<file path="src/io_ports_pkg.sv">
/*
 Package for the multiplexed open-drain I/O port block: reset values,
 widths, pin indices and the packed structs used as carriers.
 Assumes a single core clock and an active-low asynchronous reset.
*/
package io_ports_pkg;

    localparam int BIT_W = 6;
    localparam int NIB_W = 4;
    localparam int PAIR_W = 2;
    localparam int PIN_W = 18;

    localparam logic [BIT_W-1:0] BIT_LATCH_RST = 6'h3F;
    localparam logic [NIB_W-1:0] NIB_LATCH_RST = 4'hF;
    localparam logic [PAIR_W-1:0] PAIR_LATCH_RST = 2'h3;
    localparam logic [PIN_W-1:0] ENABLE_RST = 18'h00000;
    localparam logic [3:0] IRQ_CTRL_RST = 4'h0;

    localparam int IRQ_EN_BIT = 3;
    localparam int TIMER_BIT = 2;
    localparam int IRQ_BIT = 3;
    localparam int ALIAS_C = 2;
    localparam int ALIAS_K = 3;
    localparam int SYNC_STAGES = 2;

    // Packed order of the eighteen pins, low bit first
    localparam int POS_BIT = 0;
    localparam int POS_NIB0 = 6;
    localparam int POS_NIB1 = 10;
    localparam int POS_PAIR2 = 14;

    typedef struct packed {
        logic [PAIR_W-1:0] pair_port_three;
        logic [PAIR_W-1:0] pair_port_two;
        logic [NIB_W-1:0] nibble_port_one;
        logic [NIB_W-1:0] nibble_port_zero;
        logic [BIT_W-1:0] bitwise_port_pins;
    } port_pins_t;

    // Latch write command from the CPU side
    typedef struct packed {
        logic bit_set;
        logic bit_clr;
        logic [2:0] bit_idx;
        logic nib0_wr;
        logic nib1_wr;
        logic pair2_wr;
        logic pair3_wr;
        logic [3:0] data;
    } port_write_t;

    typedef enum logic [1:0] {
        TIO_OFF = 2'b00,
        TIO_IN = 2'b01,
        TIO_OUT_T1 = 2'b10,
        TIO_OUT_T2 = 2'b11
    } timer_io_mode_t;

endpackage

</file>
<file path="src/pin_sync.sv">
/*
 Two-flop synchroniser bank for the port pin inputs.
 Assumes the pins are asynchronous to core_clk.
*/
`timescale 1ns/1ps
`default_nettype none
module pin_sync
    import io_ports_pkg::*;
#(
    parameter int WIDTH = PIN_W
) (
    input wire logic core_clk,
    input wire logic reset_n,
    input wire logic [WIDTH-1:0] async_in,
    output logic [WIDTH-1:0] sync_out
);
    logic [WIDTH-1:0] meta_r;

    // Pins idle high when released, so both stages reset high
    always_ff @(posedge core_clk or negedge reset_n) begin
        if (!reset_n) begin
            meta_r <= '1;
            sync_out <= '1;
        end else begin
            meta_r <= async_in;
            sync_out <= meta_r;
        end
    end
endmodule
`default_nettype wire

</file>
<file path="src/io_ports.sv">
/*
 Multiplexed open-drain I/O ports: output latches, pull-up and wakeup
 enables, skip test, timer pin toggling, irq pin gating, reset pin.
 Assumes CPU commands are single-cycle strobes on core_clk and that pads
 are open-drain: pin_oe_n low means the pad pulls the line to 0.
*/
`timescale 1ns/1ps
`default_nettype none
module io_ports
    import io_ports_pkg::*;
(
    input wire logic core_clk,
    input wire logic reset_n,
    input wire port_write_t port_wr,
    input wire logic [2:0] skip_idx,
    input wire logic [PIN_W-1:0] pullup_en_wr_data,
    input wire logic pullup_en_wr,
    input wire logic [PIN_W-1:0] wakeup_en_wr_data,
    input wire logic wakeup_en_wr,
    input wire logic [3:0] irq_ctrl_wr_data,
    input wire logic irq_ctrl_wr,
    input wire timer_io_mode_t timer_io_mode,
    input wire logic timer1_underflow,
    input wire logic timer2_underflow,
    input wire logic watchdog_timeout,
    input wire logic power_on_reset,
    input wire logic backup_active,
    input wire logic [PIN_W-1:0] pin_in,
    output logic [PIN_W-1:0] pin_out,
    output logic [PIN_W-1:0] pin_oe_n,
    output logic [PIN_W-1:0] pullup_on,
    output logic reset_pin_out,
    output logic reset_pin_oe_n,
    output logic skip_cond,
    output port_pins_t port_read,
    output logic [3:0] analog_input_pins,
    output logic timer2_ext_clk,
    output logic irq_request,
    output logic wakeup_req,
    output logic [3:0] irq_pin_control_reg
);
    logic [BIT_W-1:0] bit_latch_r;
    logic [NIB_W-1:0] nib0_latch_r;
    logic [NIB_W-1:0] nib1_latch_r;
    logic [PAIR_W-1:0] pair2_latch_r;
    logic [PAIR_W-1:0] pair3_latch_r;
    port_pins_t latch_all;
    port_pins_t pin_sync_w;
    logic [PIN_W-1:0] pullup_en_r;
    logic [PIN_W-1:0] wakeup_en_r;
    logic timer_io_r;
    logic [PIN_W-1:0] drive_low;
    logic irq_pin_input_enable;
    logic [PIN_W-1:0] wake_mask;

    // Only these pins carry the pull-up and wakeup options
    localparam logic [PIN_W-1:0] OPT_MASK = 18'h0FFCC;

    function automatic logic [PIN_W-1:0] low_pins(
        input logic [PIN_W-1:0] lvl, input logic [PIN_W-1:0] mask);
        low_pins = ~lvl & mask;
    endfunction

    pin_sync #(
        .WIDTH(PIN_W)
    ) u_sync (
        .core_clk(core_clk),
        .reset_n(reset_n),
        .async_in(pin_in),
        .sync_out(pin_sync_w)
    );

    always_ff @(posedge core_clk or negedge reset_n) begin
        if (!reset_n) begin
            bit_latch_r <= BIT_LATCH_RST;
        end else if (port_wr.bit_set && port_wr.bit_idx < 3'(BIT_W)) begin
            bit_latch_r[port_wr.bit_idx] <= 1'b1;
        end else if (port_wr.bit_clr && port_wr.bit_idx < 3'(BIT_W)) begin
            bit_latch_r[port_wr.bit_idx] <= 1'b0;
        end
    end

    always_ff @(posedge core_clk or negedge reset_n) begin
        if (!reset_n) begin
            nib0_latch_r <= NIB_LATCH_RST;
            nib1_latch_r <= NIB_LATCH_RST;
        end else begin
            if (port_wr.nib0_wr) begin
                nib0_latch_r <= port_wr.data;
            end
            if (port_wr.nib1_wr) begin
                nib1_latch_r <= port_wr.data;
            end
        end
    end

    always_ff @(posedge core_clk or negedge reset_n) begin
        if (!reset_n) begin
            pair2_latch_r <= PAIR_LATCH_RST;
            pair3_latch_r <= PAIR_LATCH_RST;
        end else begin
            if (port_wr.pair2_wr) begin
                pair2_latch_r <= port_wr.data[PAIR_W-1:0];
            end
            if (port_wr.pair3_wr) begin
                pair3_latch_r <= port_wr.data[PAIR_W-1:0];
            end
        end
    end

    // One register per port, so no two processes write one struct
    assign latch_all = {pair3_latch_r, pair2_latch_r, nib1_latch_r,
                        nib0_latch_r, bit_latch_r};

    always_ff @(posedge core_clk or negedge reset_n) begin
        if (!reset_n) begin
            pullup_en_r <= ENABLE_RST;
            wakeup_en_r <= ENABLE_RST;
        end else begin
            if (pullup_en_wr) begin
                pullup_en_r <= pullup_en_wr_data & OPT_MASK;
            end
            if (wakeup_en_wr) begin
                wakeup_en_r <= wakeup_en_wr_data & OPT_MASK;
            end
        end
    end

    // irq control resets with input disabled
    always_ff @(posedge core_clk or negedge reset_n) begin
        if (!reset_n) begin
            irq_pin_control_reg <= IRQ_CTRL_RST;
        end else if (irq_ctrl_wr) begin
            irq_pin_control_reg <= irq_ctrl_wr_data;
        end
    end
    assign irq_pin_input_enable = irq_pin_control_reg[IRQ_EN_BIT];

    // toggle on chosen underflow, halving its rate
    always_ff @(posedge core_clk or negedge reset_n) begin
        if (!reset_n) begin
            timer_io_r <= 1'b1;
        end else if ((timer_io_mode == TIO_OUT_T1 && timer1_underflow) ||
                     (timer_io_mode == TIO_OUT_T2 && timer2_underflow)) begin
            timer_io_r <= ~timer_io_r;
        end
    end

    // open-drain drive; timer output ANDs with port latch
    always_comb begin
        drive_low = ~latch_all;
        if (timer_io_mode == TIO_OUT_T1 || timer_io_mode == TIO_OUT_T2) begin
            drive_low[POS_NIB1+TIMER_BIT] = ~(nib1_latch_r[TIMER_BIT] & timer_io_r);
        end
    end

    // Driven value is always 0; only the enable moves
    always_ff @(posedge core_clk or negedge reset_n) begin
        if (!reset_n) begin
            pin_oe_n <= '1;
            pin_out <= '0;
            pullup_on <= '0;
        end else begin
            pin_oe_n <= ~drive_low;
            pin_out <= '0;
            pullup_on <= pullup_en_r & ~drive_low;
        end
    end

    // reads see the pin even if shared
    assign port_read = pin_sync_w;
    assign analog_input_pins = {pair3_latch_r, pair2_latch_r};

    // skip when tested pin reads low
    always_comb begin
        skip_cond = 1'b0;
        if (skip_idx < 3'(BIT_W)) begin
            skip_cond = ~pin_sync_w.bitwise_port_pins[skip_idx];
        end
    end

    assign timer2_ext_clk = (timer_io_mode == TIO_IN) &&
                            pin_sync_w.nibble_port_one[TIMER_BIT];

    assign irq_request = irq_pin_input_enable &&
                         pin_sync_w.nibble_port_one[IRQ_BIT];

    // any enabled low pin wakes from back-up
    always_comb begin
        wake_mask = low_pins(pin_sync_w, wakeup_en_r);
    end
    assign wakeup_req = backup_active && (|wake_mask);

    // reset pin pulled low by watchdog or power-on
    always_ff @(posedge core_clk or negedge reset_n) begin
        if (!reset_n) begin
            reset_pin_oe_n <= 1'b0;
        end else begin
            reset_pin_oe_n <= ~(watchdog_timeout | power_on_reset);
        end
    end
    assign reset_pin_out = 1'b0;

    // Latch reset is all ones so pins float after reset
    release_after_reset_a:
    assert property (@(posedge core_clk)
        $rose(reset_n) |-> pin_oe_n == '1)
        else $error("pins driven right after reset");

    open_drain_a:
    assert property (@(posedge core_clk) disable iff (!reset_n)
        port_wr.nib0_wr && port_wr.data == 4'h0 && timer_io_mode == TIO_OFF
        |-> ##2 pin_oe_n[POS_NIB0+:NIB_W] == 4'h0)
        else $error("nibble zero not pulled low");

    irq_gate_a:
    assert property (@(posedge core_clk) disable iff (!reset_n)
        !irq_pin_control_reg[IRQ_EN_BIT] |-> !irq_request)
        else $error("irq passed while disabled");

    timer_toggle_a:
    assert property (@(posedge core_clk) disable iff (!reset_n)
        timer_io_mode == TIO_OUT_T1 && timer1_underflow
        |=> timer_io_r != $past(timer_io_r))
        else $error("timer pin did not toggle");

    reset_pin_a:
    assert property (@(posedge core_clk) disable iff (!reset_n)
        watchdog_timeout |=> !reset_pin_oe_n)
        else $error("reset pin not driven");

    pullup_off_a:
    assert property (@(posedge core_clk) disable iff (!reset_n)
        pullup_on[POS_PAIR2+PAIR_W+:PAIR_W] == 2'h0)
        else $error("pair three pull-up on");

    skip_map_a:
    assert property (@(posedge core_clk) disable iff (!reset_n)
        skip_idx == 3'h0 |-> skip_cond == !port_read.bitwise_port_pins[0])
        else $error("skip does not follow pin");

    wake_a:
    assert property (@(posedge core_clk) disable iff (!reset_n)
        backup_active && wakeup_en_r[POS_NIB0] &&
        !port_read.nibble_port_zero[0] |-> wakeup_req)
        else $error("no wakeup from enabled pin");

    bit_set_a:
    assert property (@(posedge core_clk) disable iff (!reset_n)
        port_wr.bit_set && port_wr.bit_idx < 3'(BIT_W)
        |=> bit_latch_r[$past(port_wr.bit_idx)])
        else $error("bitwise latch not set");

    bit_clear_a:
    assert property (@(posedge core_clk) disable iff (!reset_n)
        port_wr.bit_clr && !port_wr.bit_set && port_wr.bit_idx < 3'(BIT_W)
        |=> !bit_latch_r[$past(port_wr.bit_idx)])
        else $error("bitwise latch not cleared");

    bit_refuse_a:
    assert property (@(posedge core_clk) disable iff (!reset_n)
        (port_wr.bit_set || port_wr.bit_clr) && port_wr.bit_idx >= 3'(BIT_W)
        |=> $stable(bit_latch_r))
        else $error("bad bit index changed latch");

    nib1_write_a:
    assert property (@(posedge core_clk) disable iff (!reset_n)
        port_wr.nib1_wr |=> nib1_latch_r == $past(port_wr.data))
        else $error("nibble one latch not loaded");

    pair3_write_a:
    assert property (@(posedge core_clk) disable iff (!reset_n)
        port_wr.pair3_wr |=> pair3_latch_r == $past(port_wr.data[PAIR_W-1:0]))
        else $error("pair three latch not loaded");

    pair3_wake_a:
    assert property (@(posedge core_clk) disable iff (!reset_n)
        wakeup_en_r[POS_PAIR2+PAIR_W+:PAIR_W] == 2'h0)
        else $error("pair three wakeup on");

    por_drive_a:
    assert property (@(posedge core_clk) disable iff (!reset_n)
        power_on_reset |=> !reset_pin_oe_n)
        else $error("reset pin not driven on power-on");

    timer2_toggle_a:
    assert property (@(posedge core_clk) disable iff (!reset_n)
        timer_io_mode == TIO_OUT_T2 && timer2_underflow
        |=> timer_io_r != $past(timer_io_r))
        else $error("timer pin ignored second timer");

    pullup_driven_a:
    assert property (@(posedge core_clk) disable iff (!reset_n)
        (pullup_on & ~pin_oe_n) == '0)
        else $error("pull-up on a driven pin");

    wake_idle_a:
    assert property (@(posedge core_clk) disable iff (!reset_n)
        !backup_active |-> !wakeup_req)
        else $error("wakeup outside back-up");

    tio_clk_a:
    assert property (@(posedge core_clk) disable iff (!reset_n)
        timer_io_mode != TIO_IN |-> !timer2_ext_clk)
        else $error("counter clock while not input");
endmodule
`default_nettype wire

</file>
<file path="config.mk">
export PLATFORM = sky130hd
export DESIGN_NAME = io_ports
export DESIGN_NICKNAME = d
export VERILOG_FILES = /design/src/io_ports_pkg.sv /design/src/pin_sync.sv /design/src/io_ports.sv
export SDC_FILE = /design/constraint.sdc
export NUM_CORES = 1
export LEC_CHECK = 0
export BUFFER_PORTS_ARGS = -buffer_cell sky130_fd_sc_hd__buf_2
export CORE_MARGIN = 2
export CORE_UTILIZATION = 47
export CTS_CLUSTER_DIAMETER = 80
export CTS_CLUSTER_SIZE = 16
export DETAILED_ROUTE_END_ITERATION = 8
export PLACE_DENSITY = 0.79
export SETUP_SLACK_MARGIN = 0.02
export SLEW_MARGIN = 10
export SYNTH_ARGS = -nofsm -noshare
export SYNTH_HDL_FRONTEND = slang
export SYNTH_SLANG_ARGS = --single-unit
</file>
<file path="constraint.sdc">
create_clock -name core_clk -period 1.86 [get_ports core_clk]
set_clock_uncertainty 0.2 [all_clocks]
set_input_delay 0.372 -clock core_clk [delete_from_list [all_inputs] [get_ports core_clk]]
set_output_delay 0.372 -clock core_clk [all_outputs]
set_load 0.01 [all_outputs]
</file>
; ---- Yosys cells after proc, flatten, opt, wreduce, memory -nomap -nowiden
; Cells that the tools add are included.
[word_totals]
out_inout_bits = 86
reg_bits = 120
input_bits = 86
[classes]
eq_ne = 3
n_bitwise = 14
n_reduce_logical = 12
n_lt_le_gt_ge = 5
n_mux = 8
[ops]
columns = cell, count
row1 = 18-bit NOT, 3
row2 = 16-bit by 18-bit AND with 18-bit output, 1
row3 = 18-bit by 16-bit AND with 18-bit output, 1
row4 = 18-bit OR reduction, 1
row5 = 6-bit 2-to-1 mux, 2
row6 = 1-bit logical AND, 8
row7 = "3-bit by 4-bit less-than comparator with 1-bit output, second input constant", 2
row8 = 6-bit AND, 1
row9 = "3-bit less-than comparator, second input constant", 2
row10 = 6-bit NOT, 1
row11 = 6-bit OR, 1
row12 = "2-bit equality test, second input constant", 2
row13 = 1-bit 2-to-1 mux, 4
row14 = 1-bit NOT, 4
row15 = 1-bit binary-select mux with 3-bit select, 1
row16 = 1-bit demux with 3-bit select, 1
row17 = "3-bit by 1-bit greater-or-equal comparator with 1-bit output, second input constant", 1
row18 = "2-bit by 1-bit equality test with 1-bit output, second input constant", 1
row19 = 1-bit logical OR, 2
row20 = 2-bit nonzero test, 1
row21 = 1-bit AND, 1
row22 = 1-bit OR, 1

; ---- Depth between registers and ports, before layout
; Gate-level depths: netlist of the first run.
[logic_depth]
word_depth = 8
depth_mapped = 4
ltp_nobuf = 3

; ---- Cells and area by module
; Synthesis of the first run repeated with hierarchy kept, for this count alone.
[hier_totals]
hier_cells = 246
hier_area_um2 = 3987.6
[modules_own_cells]
columns = module, cells_per_inst, area_each_um2, seq_area_each_um2, n_inst
row1 = io_ports, 210, 3041.7, 1998.2, 1
row2 = pin_sync, 36, 945.9, 945.9, 1

; ---- Worst setup path before layout of the first run
; No wires, ideal clock.
[synth_path]
kind = reg2out
from = register u_sync.sync_out[3]
to = output port wakeup_req
n_path_buf = 0
setup_slack_ps = 223
stages_incl_launch_ff = 4
t_arrival_ps = 1065
required_ps = 1288
cell_sequence = dfstp_2 nand2b_1 o2111ai_1 o31a_1
[synth_between]
elab_chain_len = 4
[synth_rtl]
columns = item, line_no
row1 = start: declaration, pin_sync.sv:15  ; output logic [WIDTH-1:0] sync_out
row2 = start signal: assignment, pin_sync.sv:26  ; sync_out <= meta_r;
row3 = 18-bit NOT, io_ports.sv:61  ; low_pins = ~lvl & mask;
row4 = 18-bit by 16-bit AND with 18-bit output, io_ports.sv:61
row5 = 18-bit OR reduction, io_ports.sv:192  ; assign wakeup_req = backup_active && (|wake_mask);
row6 = 1-bit logical AND, io_ports.sv:192
row7 = end: declaration, io_ports.sv:39  ; output logic wakeup_req,
; Every way passes these cells.

; ---- Worst setup path in the final report of the first run
; Same ends and word-level chain as after synthesis.

==> impl_results.md, run 1 <==
- Largest fanout on the critical path: 2
- Multi-input logic area: 945.9 sq um
- Max Root-Sink Buffers: 2
- Outcome: complete, but fails checks
- Setup TNS: -0.7433 ns
- Drt total wl: 8851 microns
- Post-DP HPWL: 5241 microns
- Number of antenna-violating nets in the routed design: 0
- Global-route wire length before repair: 13940 microns
- I/O pin count: 172
- Synthesized area: 3991 sq um
- Initial Util: 48.58%
- Overflow after GRT: 0
- DRC viols: 0
- Worst Setup SP: u_sync.sync_out[3]
- Clock insertion delay at the later pin of the skew report: 0.49 ns
- Largest net degree at the start of global routing: 57
- Worst Setup Start Kind: flop
- Vias in the first global route: ~2900
- Yosys warnings: 0
- Clock power frac: 44.3%
- Finished Core Util: ~73%
- Cell taking the most area after synthesis: dfstp_2
- Area delta synth->final: 50.75%
- Internal: 0.005092 W
- Reg-to-Reg Start: pair2_latch_r[0]
- Antenna cells: 0
- Gate power share: 11.2%
- Final Cycle Share: 121.6%
- Count of final setup violators: 3
- Final Max Tran Viols: 0
- H-tree depth: 4
- Num CTS Buffers: 17
- Drt first pass iters: 4
- Setup slack at placement: 0.01981 ns
- Rows: 33
- Initial antenna violation count: 0
- Die area: 9246 sq um
- Final Total Pwr: 0.006661 W
- Worst vdd ir: 0.0007329 V
- Synth area leaders: dfstp_2, dfrtp_1, mux2_2
- Switching share of power: 23.56%
- Area fraction of the dominant cell type after synthesis: 48.06%
- Die width: 96.16 microns
- Hold crit path type: input pin to flop
- Iter 0 DRT Violations: 69
- Worst path required time: 1.29 ns
- CP arrival: 1.69 ns
- Vias: roughly 2700
- Sequential area share after synthesis: 73.76%
- Via density per instance: 4.555
- Die H: 96.16 microns
- GPL Wtd Cong: 0.7682
- Worst-path clk slew: 0.06 ns
- Min Tclk post-route: 2.261 ns
- # nets final: 552
- Core ar.: 8217 sq um
- CTS tree: built
- FMAX: roughly 440 MHz
- Min-delay src: port_wr[6]
- Synth cell types: 23
- Post-synthesis cell count: roughly 250
- Clock sinks: 114
- Top flop regs: pin_oe_n (18), u_sync.meta_r (18), u_sync.sync_out (18)
- Max Cap Viol: 0
- I/O Buffers: between 100 and 150
- Fill cells: 513
- CP Capture Type: primary output
- P_leak: 2.802 nW
- Root buffer cell: clkbuf_8
- Power Dens Cells: roughly 1100 nW/um^2
- RSZ-0062 raised after global routing: true
- Fin worst setup slack: -0.4015 ns
- Total Routing Usage GR: 20.47%
- Register area: 2944 sq um
- Final Hold Viols: 0
- Reg power frac: 44.5%
- Switching Power: ~0.0016 W
- Crit Path Category: flop to primary output
- Mean Syn Cell Area: approximately 16 sq um
- Failing checks: setup timing
- Routed len/inst: 15.16 microns
- Share of cells above drive strength 1: 59.92%
- Synth Register Bits: 114
cell type report:
| type | count | share of cell area (%) |
|---|---|---|
| inverters | 5 | 0.3119 |
| multi-input cells | 122 | 15.72 |
| flip-flops and latches | 114 | 48.93 |
| clock inverters | 12 | 1.788 |
| repair buffers | 206 | 23.66 |
| clock buffers | 20 | 7.403 |
| well taps | 105 | 2.183 |
power groups by stage:
| stage | sequential (W) | combinational, W | clock (W) |
|---|---|---|---|
| after floorplan | 0.00304 | 0.000258 | 0 |
| after global placement | 0.00298 | 0.000582 | 0 |
| after detailed placement | 0.00299 | 0.000599 | 0 |
| after CTS | 0.00296 | 0.000733 | 0.00300 |
| after global routing | 0.00300 | 0.000823 | 0.00315 |
| final | 0.00296 | 0.000749 | 0.00295 |
through the flow:
stage | instances | hold WS, ns | area (sq um)
2_1_floorplan | 269 | -0.1236 | 4081
3_3_place_gp | 482 | 0.02487 | 4723
3_5_place_dp | 482 | 0.02623 | 4723
4_1_cts | 584 | 0.01045 | 5989
5_1_grt | 584 | 0.009125 | 6017
6_report | 584 | 0.03260 | 6017
critical path, stage by stage, from the launching register on:
cell       delay, ns
dfstp_2         0.53
nand2b_4        0.12
o2111ai_1       0.10
o31a_1          0.31
buf_2           0.14
cell families (layout without fill, tap and decap cells):
family | count (synthesis) | after routing | synth area share [%]
xor gates and xnor gates | 1 | 1 | 0.2195
AOI/OAI and AO/OA | 19 | 19 | 3.386
other | 1 | 25 | 0.09395
DFF | 114 | 114 | 73.76
muxes | 40 | 40 | 11.57
buffers and inverters | 33 | 243 | 5.549
and+or+nand+nor | 37 | 37 | 5.423
worst paths after layout:
| kind | end | slack, ns | cells after the start |
|---|---|---|---|
| setup / recovery | wakeup_req | -0.40 | 4 |
| hold / removal | nib1_latch_r[0] | 0.03 | 2 |
| setup reg to reg | pair2_latch_r[0] | 0.30 | 2 |
| hold reg to reg | u_sync.sync_out[12] | 0.15 | 0 |
| max in group asynchronous | u_sync.sync_out[4] | 0.83 | 3 |
| min in group asynchronous | pullup_on[14] | 0.06 | 2 |
cell usage in the layout (no fill, tap or decap), types with 3 or more instances in the layout:
| cell | netlist | layout |
|---|---|---|
| clkinvlp_4 | 0 | 3 |
| inv_1 | 5 | 5 |
| conb_1 | 1 | 25 |
| dfstp_2 | 73 | 73 |
| mux2_2 | 39 | 39 |
| dfrtp_1 | 41 | 41 |
| dlygate4sd3_1 | 0 | 69 |
| nand2b_1 | 14 | 11 |
| clkinv_2 | 0 | 4 |
| clkbuf_8 | 0 | 3 |
| o2111ai_1 | 3 | 3 |
| buf_2 | 3 | 131 |
| and2_1 | 13 | 12 |
| o21ai_0 | 9 | 9 |
| nand2_1 | 5 | 5 |
| clkbuf_16 | 0 | 16 |
| nand2b_4 | 0 | 3 |
per-layer routing:
metal / vias to the layer above / share of wire [%] / global-route usage, %
met5: - / 0 / 0
met4: 0 / 1.1 / 5.952
met3: 11 / 8.2 / 8.927
met2: 131 / 53 / 34.61
met1: 1299 / 38 / 23.58
li1: 1219 / - / -
synthesized netlist by cell type:
master	count
and3b_1	1
mux4_2	1
conb_1	1
o31a_1	1
a32o_1	2
nand3_1	2
mux2_2	39
nor2_1	1
nand2_1	5
xnor2_1	1
dfrtp_1	41
dfstp_2	73
inv_1	5
o31ai_1	2
buf_2	3
buf_4	25
and2_1	13
o2111ai_1	3
o22ai_2	1
nor2b_1	1
a21boi_0	1
o21ai_0	9
nand2b_1	14
timing repair:
action,4_1_cts,5_1_grt
hold buffers,69,0
endpoints found under the setup margin,4,6
gates cloned,0,0
endpoints found under the hold margin,116,0
pin swaps,1,0
setup buffers,1,0
resized for setup,2,5
Note: power is estimated with default switching activity, not from simulation.
==> run 2, diff against run 1 <==
--- a/config.mk
+++ b/config.mk
@@ -7,11 +7,12 @@
 export LEC_CHECK = 0
 export BUFFER_PORTS_ARGS = -buffer_cell sky130_fd_sc_hd__buf_2
 export CORE_MARGIN = 2
-export CORE_UTILIZATION = 47
+export CORE_UTILIZATION = 51
 export CTS_CLUSTER_DIAMETER = 80
 export CTS_CLUSTER_SIZE = 16
 export DETAILED_ROUTE_END_ITERATION = 8
-export PLACE_DENSITY = 0.79
+export PLACE_DENSITY = 0.85
+export RECOVER_POWER = 25
 export SETUP_SLACK_MARGIN = 0.02
 export SLEW_MARGIN = 10
 export SYNTH_ARGS = -nofsm -noshare
==> constraint.sdc (replaced) <==
create_clock -name core_clk -period 2.75 [get_ports core_clk]
set_clock_uncertainty 0.2 [all_clocks]
set_input_delay 0.55 -clock core_clk [delete_from_list [all_inputs] [get_ports core_clk]]
set_output_delay 0.55 -clock core_clk [all_outputs]
set_load 0.01 [all_outputs]
==> run 2 against run 1 <==
The run now ends clean; critical path depth did not move; final cell count fell by 9.2%; worst setup slack improved by 0.71 ns; routed wire length fell by 12%.
==> impl_results.md, run 2 (same netlist as run 1, synthesis figures left out) <==
- Met1 Wirelength: 2853 microns (-15%)
- Largest fanout on the critical path: 3 (+1)
- Die width: 92.47 microns (-3.8%)
- Number of antenna-violating nets in the routed design: 0 (unchanged)
- Routed len/inst: 14.63 microns (-3.4%)
- Die area: 8550 sq um (-7.5%)
- Initial Util: 52.19% (+3.6 points)
- Min Tclk post-route: 2.442 ns
- Internal: 0.003644 W (-28%)
- Multi-input logic area: 915.9 sq um (-3.2%)
- Vias: 2452 (-7.8%)
- Iter 0 DRT Violations: 66 (-4.3%)
- Vias in the first global route: 2609 (-8.9%)
- GPL Wtd Cong: 0.7247 (-5.7%)
- Rows: 32 (-3.0%)
- Hold crit path type: input pin to flop
- Worst Setup Start Kind: flop
- Worst path required time: 2.00 ns (+0.71 ns)
- Core ar.: 7647 sq um (-6.9%)
- Area delta synth->final: 38.34%
- Fill cells: 524 (+2.1%)
- Cts repair resizes: 0 (-2)
- Commonest non-fill, non-tap cell in the layout: buf_2
- Post-CTS Setup Repair Bufs: 0 (-1)
- Max Root-Sink Buffers: 2 (unchanged)
- Largest net degree at the start of global routing: 57 (unchanged)
- Antenna cells: 0 (unchanged)
- Clock sinks: 114 (unchanged)
- CP arrival: 1.69 ns (about the same)
- Root buffer cell: clkbuf_8
- Initial antenna violation count: 0 (unchanged)
- Final Max Tran Viols: 0 (unchanged)
- Setup TNS: 0 ns (+0.7433 ns)
- Gate power share: 9.1% (-2.1 points)
- RSZ-0062 raised after global routing: false
- Worst-path clk slew: 0.05 ns (about the same)
- Global-route wire length before repair: 12500 microns (-10%)
- Top flop regs: pin_oe_n (18), u_sync.meta_r (18), u_sync.sync_out (18)
- Crit Path Category: flop to primary output
- Met2 Wirelength: 4143 microns (-11%)
- Final Total Pwr: 0.004661 W (-30%)
- CTS tree: built
- Post-DP HPWL: 5469 microns (+4.4%)
- Clock insertion delay at the later pin of the skew report: 0.49 ns (about the same)
- Switching Power: 0.001017 W (-35%)
- Final Hold Viols: 0 (unchanged)
- H-tree depth: 4 (unchanged)
- Switching share of power: 21.82% (-1.7 points)
- Power Dens Cells: 844.2 nW/um^2 (-24%)
- I/O Buffers: 134 (unchanged)
- Metal3 WL: 661 microns (-9.2%)
- Worst vdd ir: 0.0005687 V (-22%)
- FMAX: 409.5 MHz
- Highest routed metal layer: met4
- Overflow after GRT: 0 (unchanged)
- Num CTS Buffers: 17 (unchanged)
- Die H: 92.47 microns (-3.8%)
- Drt total wl: 7756 microns (-12%)
- Outcome: finished clean
- DRC viols: 0 (unchanged)
- Reg power frac: 42.7% (-1.8 points)
- Clock power frac: 48.2% (+3.9 points)
- Most frequent cells in the layout: buf_2, dfstp_2, dfrtp_1
- Share of cells above drive strength 1: 61.45% (+1.5 points)
- CP Capture Type: primary output
- Total Routing Usage GR: 19.60% (-0.86 points)
- P_leak: 2.575 nW (-8.1%)
- Via density per instance: 4.626 (+1.6%)
- Count of final setup violators: 0 (-3)
- Register area: 2944 sq um (unchanged)
- Final Cycle Share: about nine tenths
- I/O pin count: 172 (unchanged)
- Post-CTS Hold Buffers: 19 (-72%)
- Max Cap Viol: 0 (unchanged)
- Drt first pass iters: 4 (unchanged)
- # nets final: 501 (-9.2%)
==> run 2: changes by cell type in the layout (fill, tap and decap cells not counted), moves of 2 or more <==
| cell | before | now |
|---|---|---|
| and2_0 | 0 | 6 |
| and2_1 | 12 | 7 |
| buf_6 | 2 | 0 |
| bufinv_16 | 1 | 4 |
| clkinv_2 | 4 | 2 |
| dfstp_1 | 0 | 17 |
| dfstp_2 | 73 | 56 |
| dlygate4sd3_1 | 69 | 19 |
| nand2b_1 | 11 | 14 |
| nand2b_4 | 3 | 0 |
==> run 2: area by class of cell <==
cell class	instances	area share, %
multi-input cells	122	16.59
repair buffers	155	16.11
well taps	102	2.311
flip-flops and latches	114	53.32
clock inverters	12	3.263
clock buffers	20	8.067
inverters	5	0.3399
==> run 2: path summary, 6_finish.rpt <==
kind / startpoint / endpoint / slack (ns) / depth (start not counted)
setup / recovery: u_sync.sync_out[3] / wakeup_req / 0.31 / 4
hold reg to reg: u_sync.meta_r[12] / u_sync.sync_out[12] / 0.15 / 0
setup reg to reg: timer_io_r / pullup_on[12] / 1.54 / 3
min in group asynchronous: reset_n / pullup_on[14] / 0.34 / 2
hold / removal: watchdog_timeout / reset_pin_oe_n / 0.02 / 2
max in group asynchronous: reset_n / u_sync.sync_out[9] / 1.27 / 3
==> run 2: metal layers <==
layer | track usage (%) | vias up
met1 | 20.81 | 1223
met3 | 8.544 | 8
met5 | 0 | -
met4 | 6.468 | 0
met2 | 34.85 | 104
li1 | - | 1117
==> run 2: metrics by stage <==
step                      instance area, sq um  worst slack [ns]  std cells  util, %  hold WS (ns)
after global placement                    4707            0.5703        479    61.55        0.1453
final                                     5522            0.3083        530    72.20       0.02180
after CTS                                 5523            0.2596        530    72.22      0.003589
after detailed placement                  4707            0.5663        479    61.55        0.1468
after global routing                      5522            0.2072        530    72.20      0.002804
after floorplan                           4081            0.7821        269        -       0.05441
==> run 2: critical path, cell delays in order (launching register included) <==
cell,delay (ns)
dfstp_2,0.53
nand2b_1,0.12
o2111ai_1,0.11
o31a_1,0.30
buf_2,0.14
==> run 2: power by group through the flow <==
stage / sequential, W / combinational, W / clock [W]
after floorplan: 0.00205 / 0.000175 / 0
after global placement: 0.00201 / 0.000389 / 0
after detailed placement: 0.00202 / 0.000405 / 0
after CTS: 0.00200 / 0.000430 / 0.00229
after global routing: 0.00201 / 0.000466 / 0.00238
final: 0.00199 / 0.000423 / 0.00225
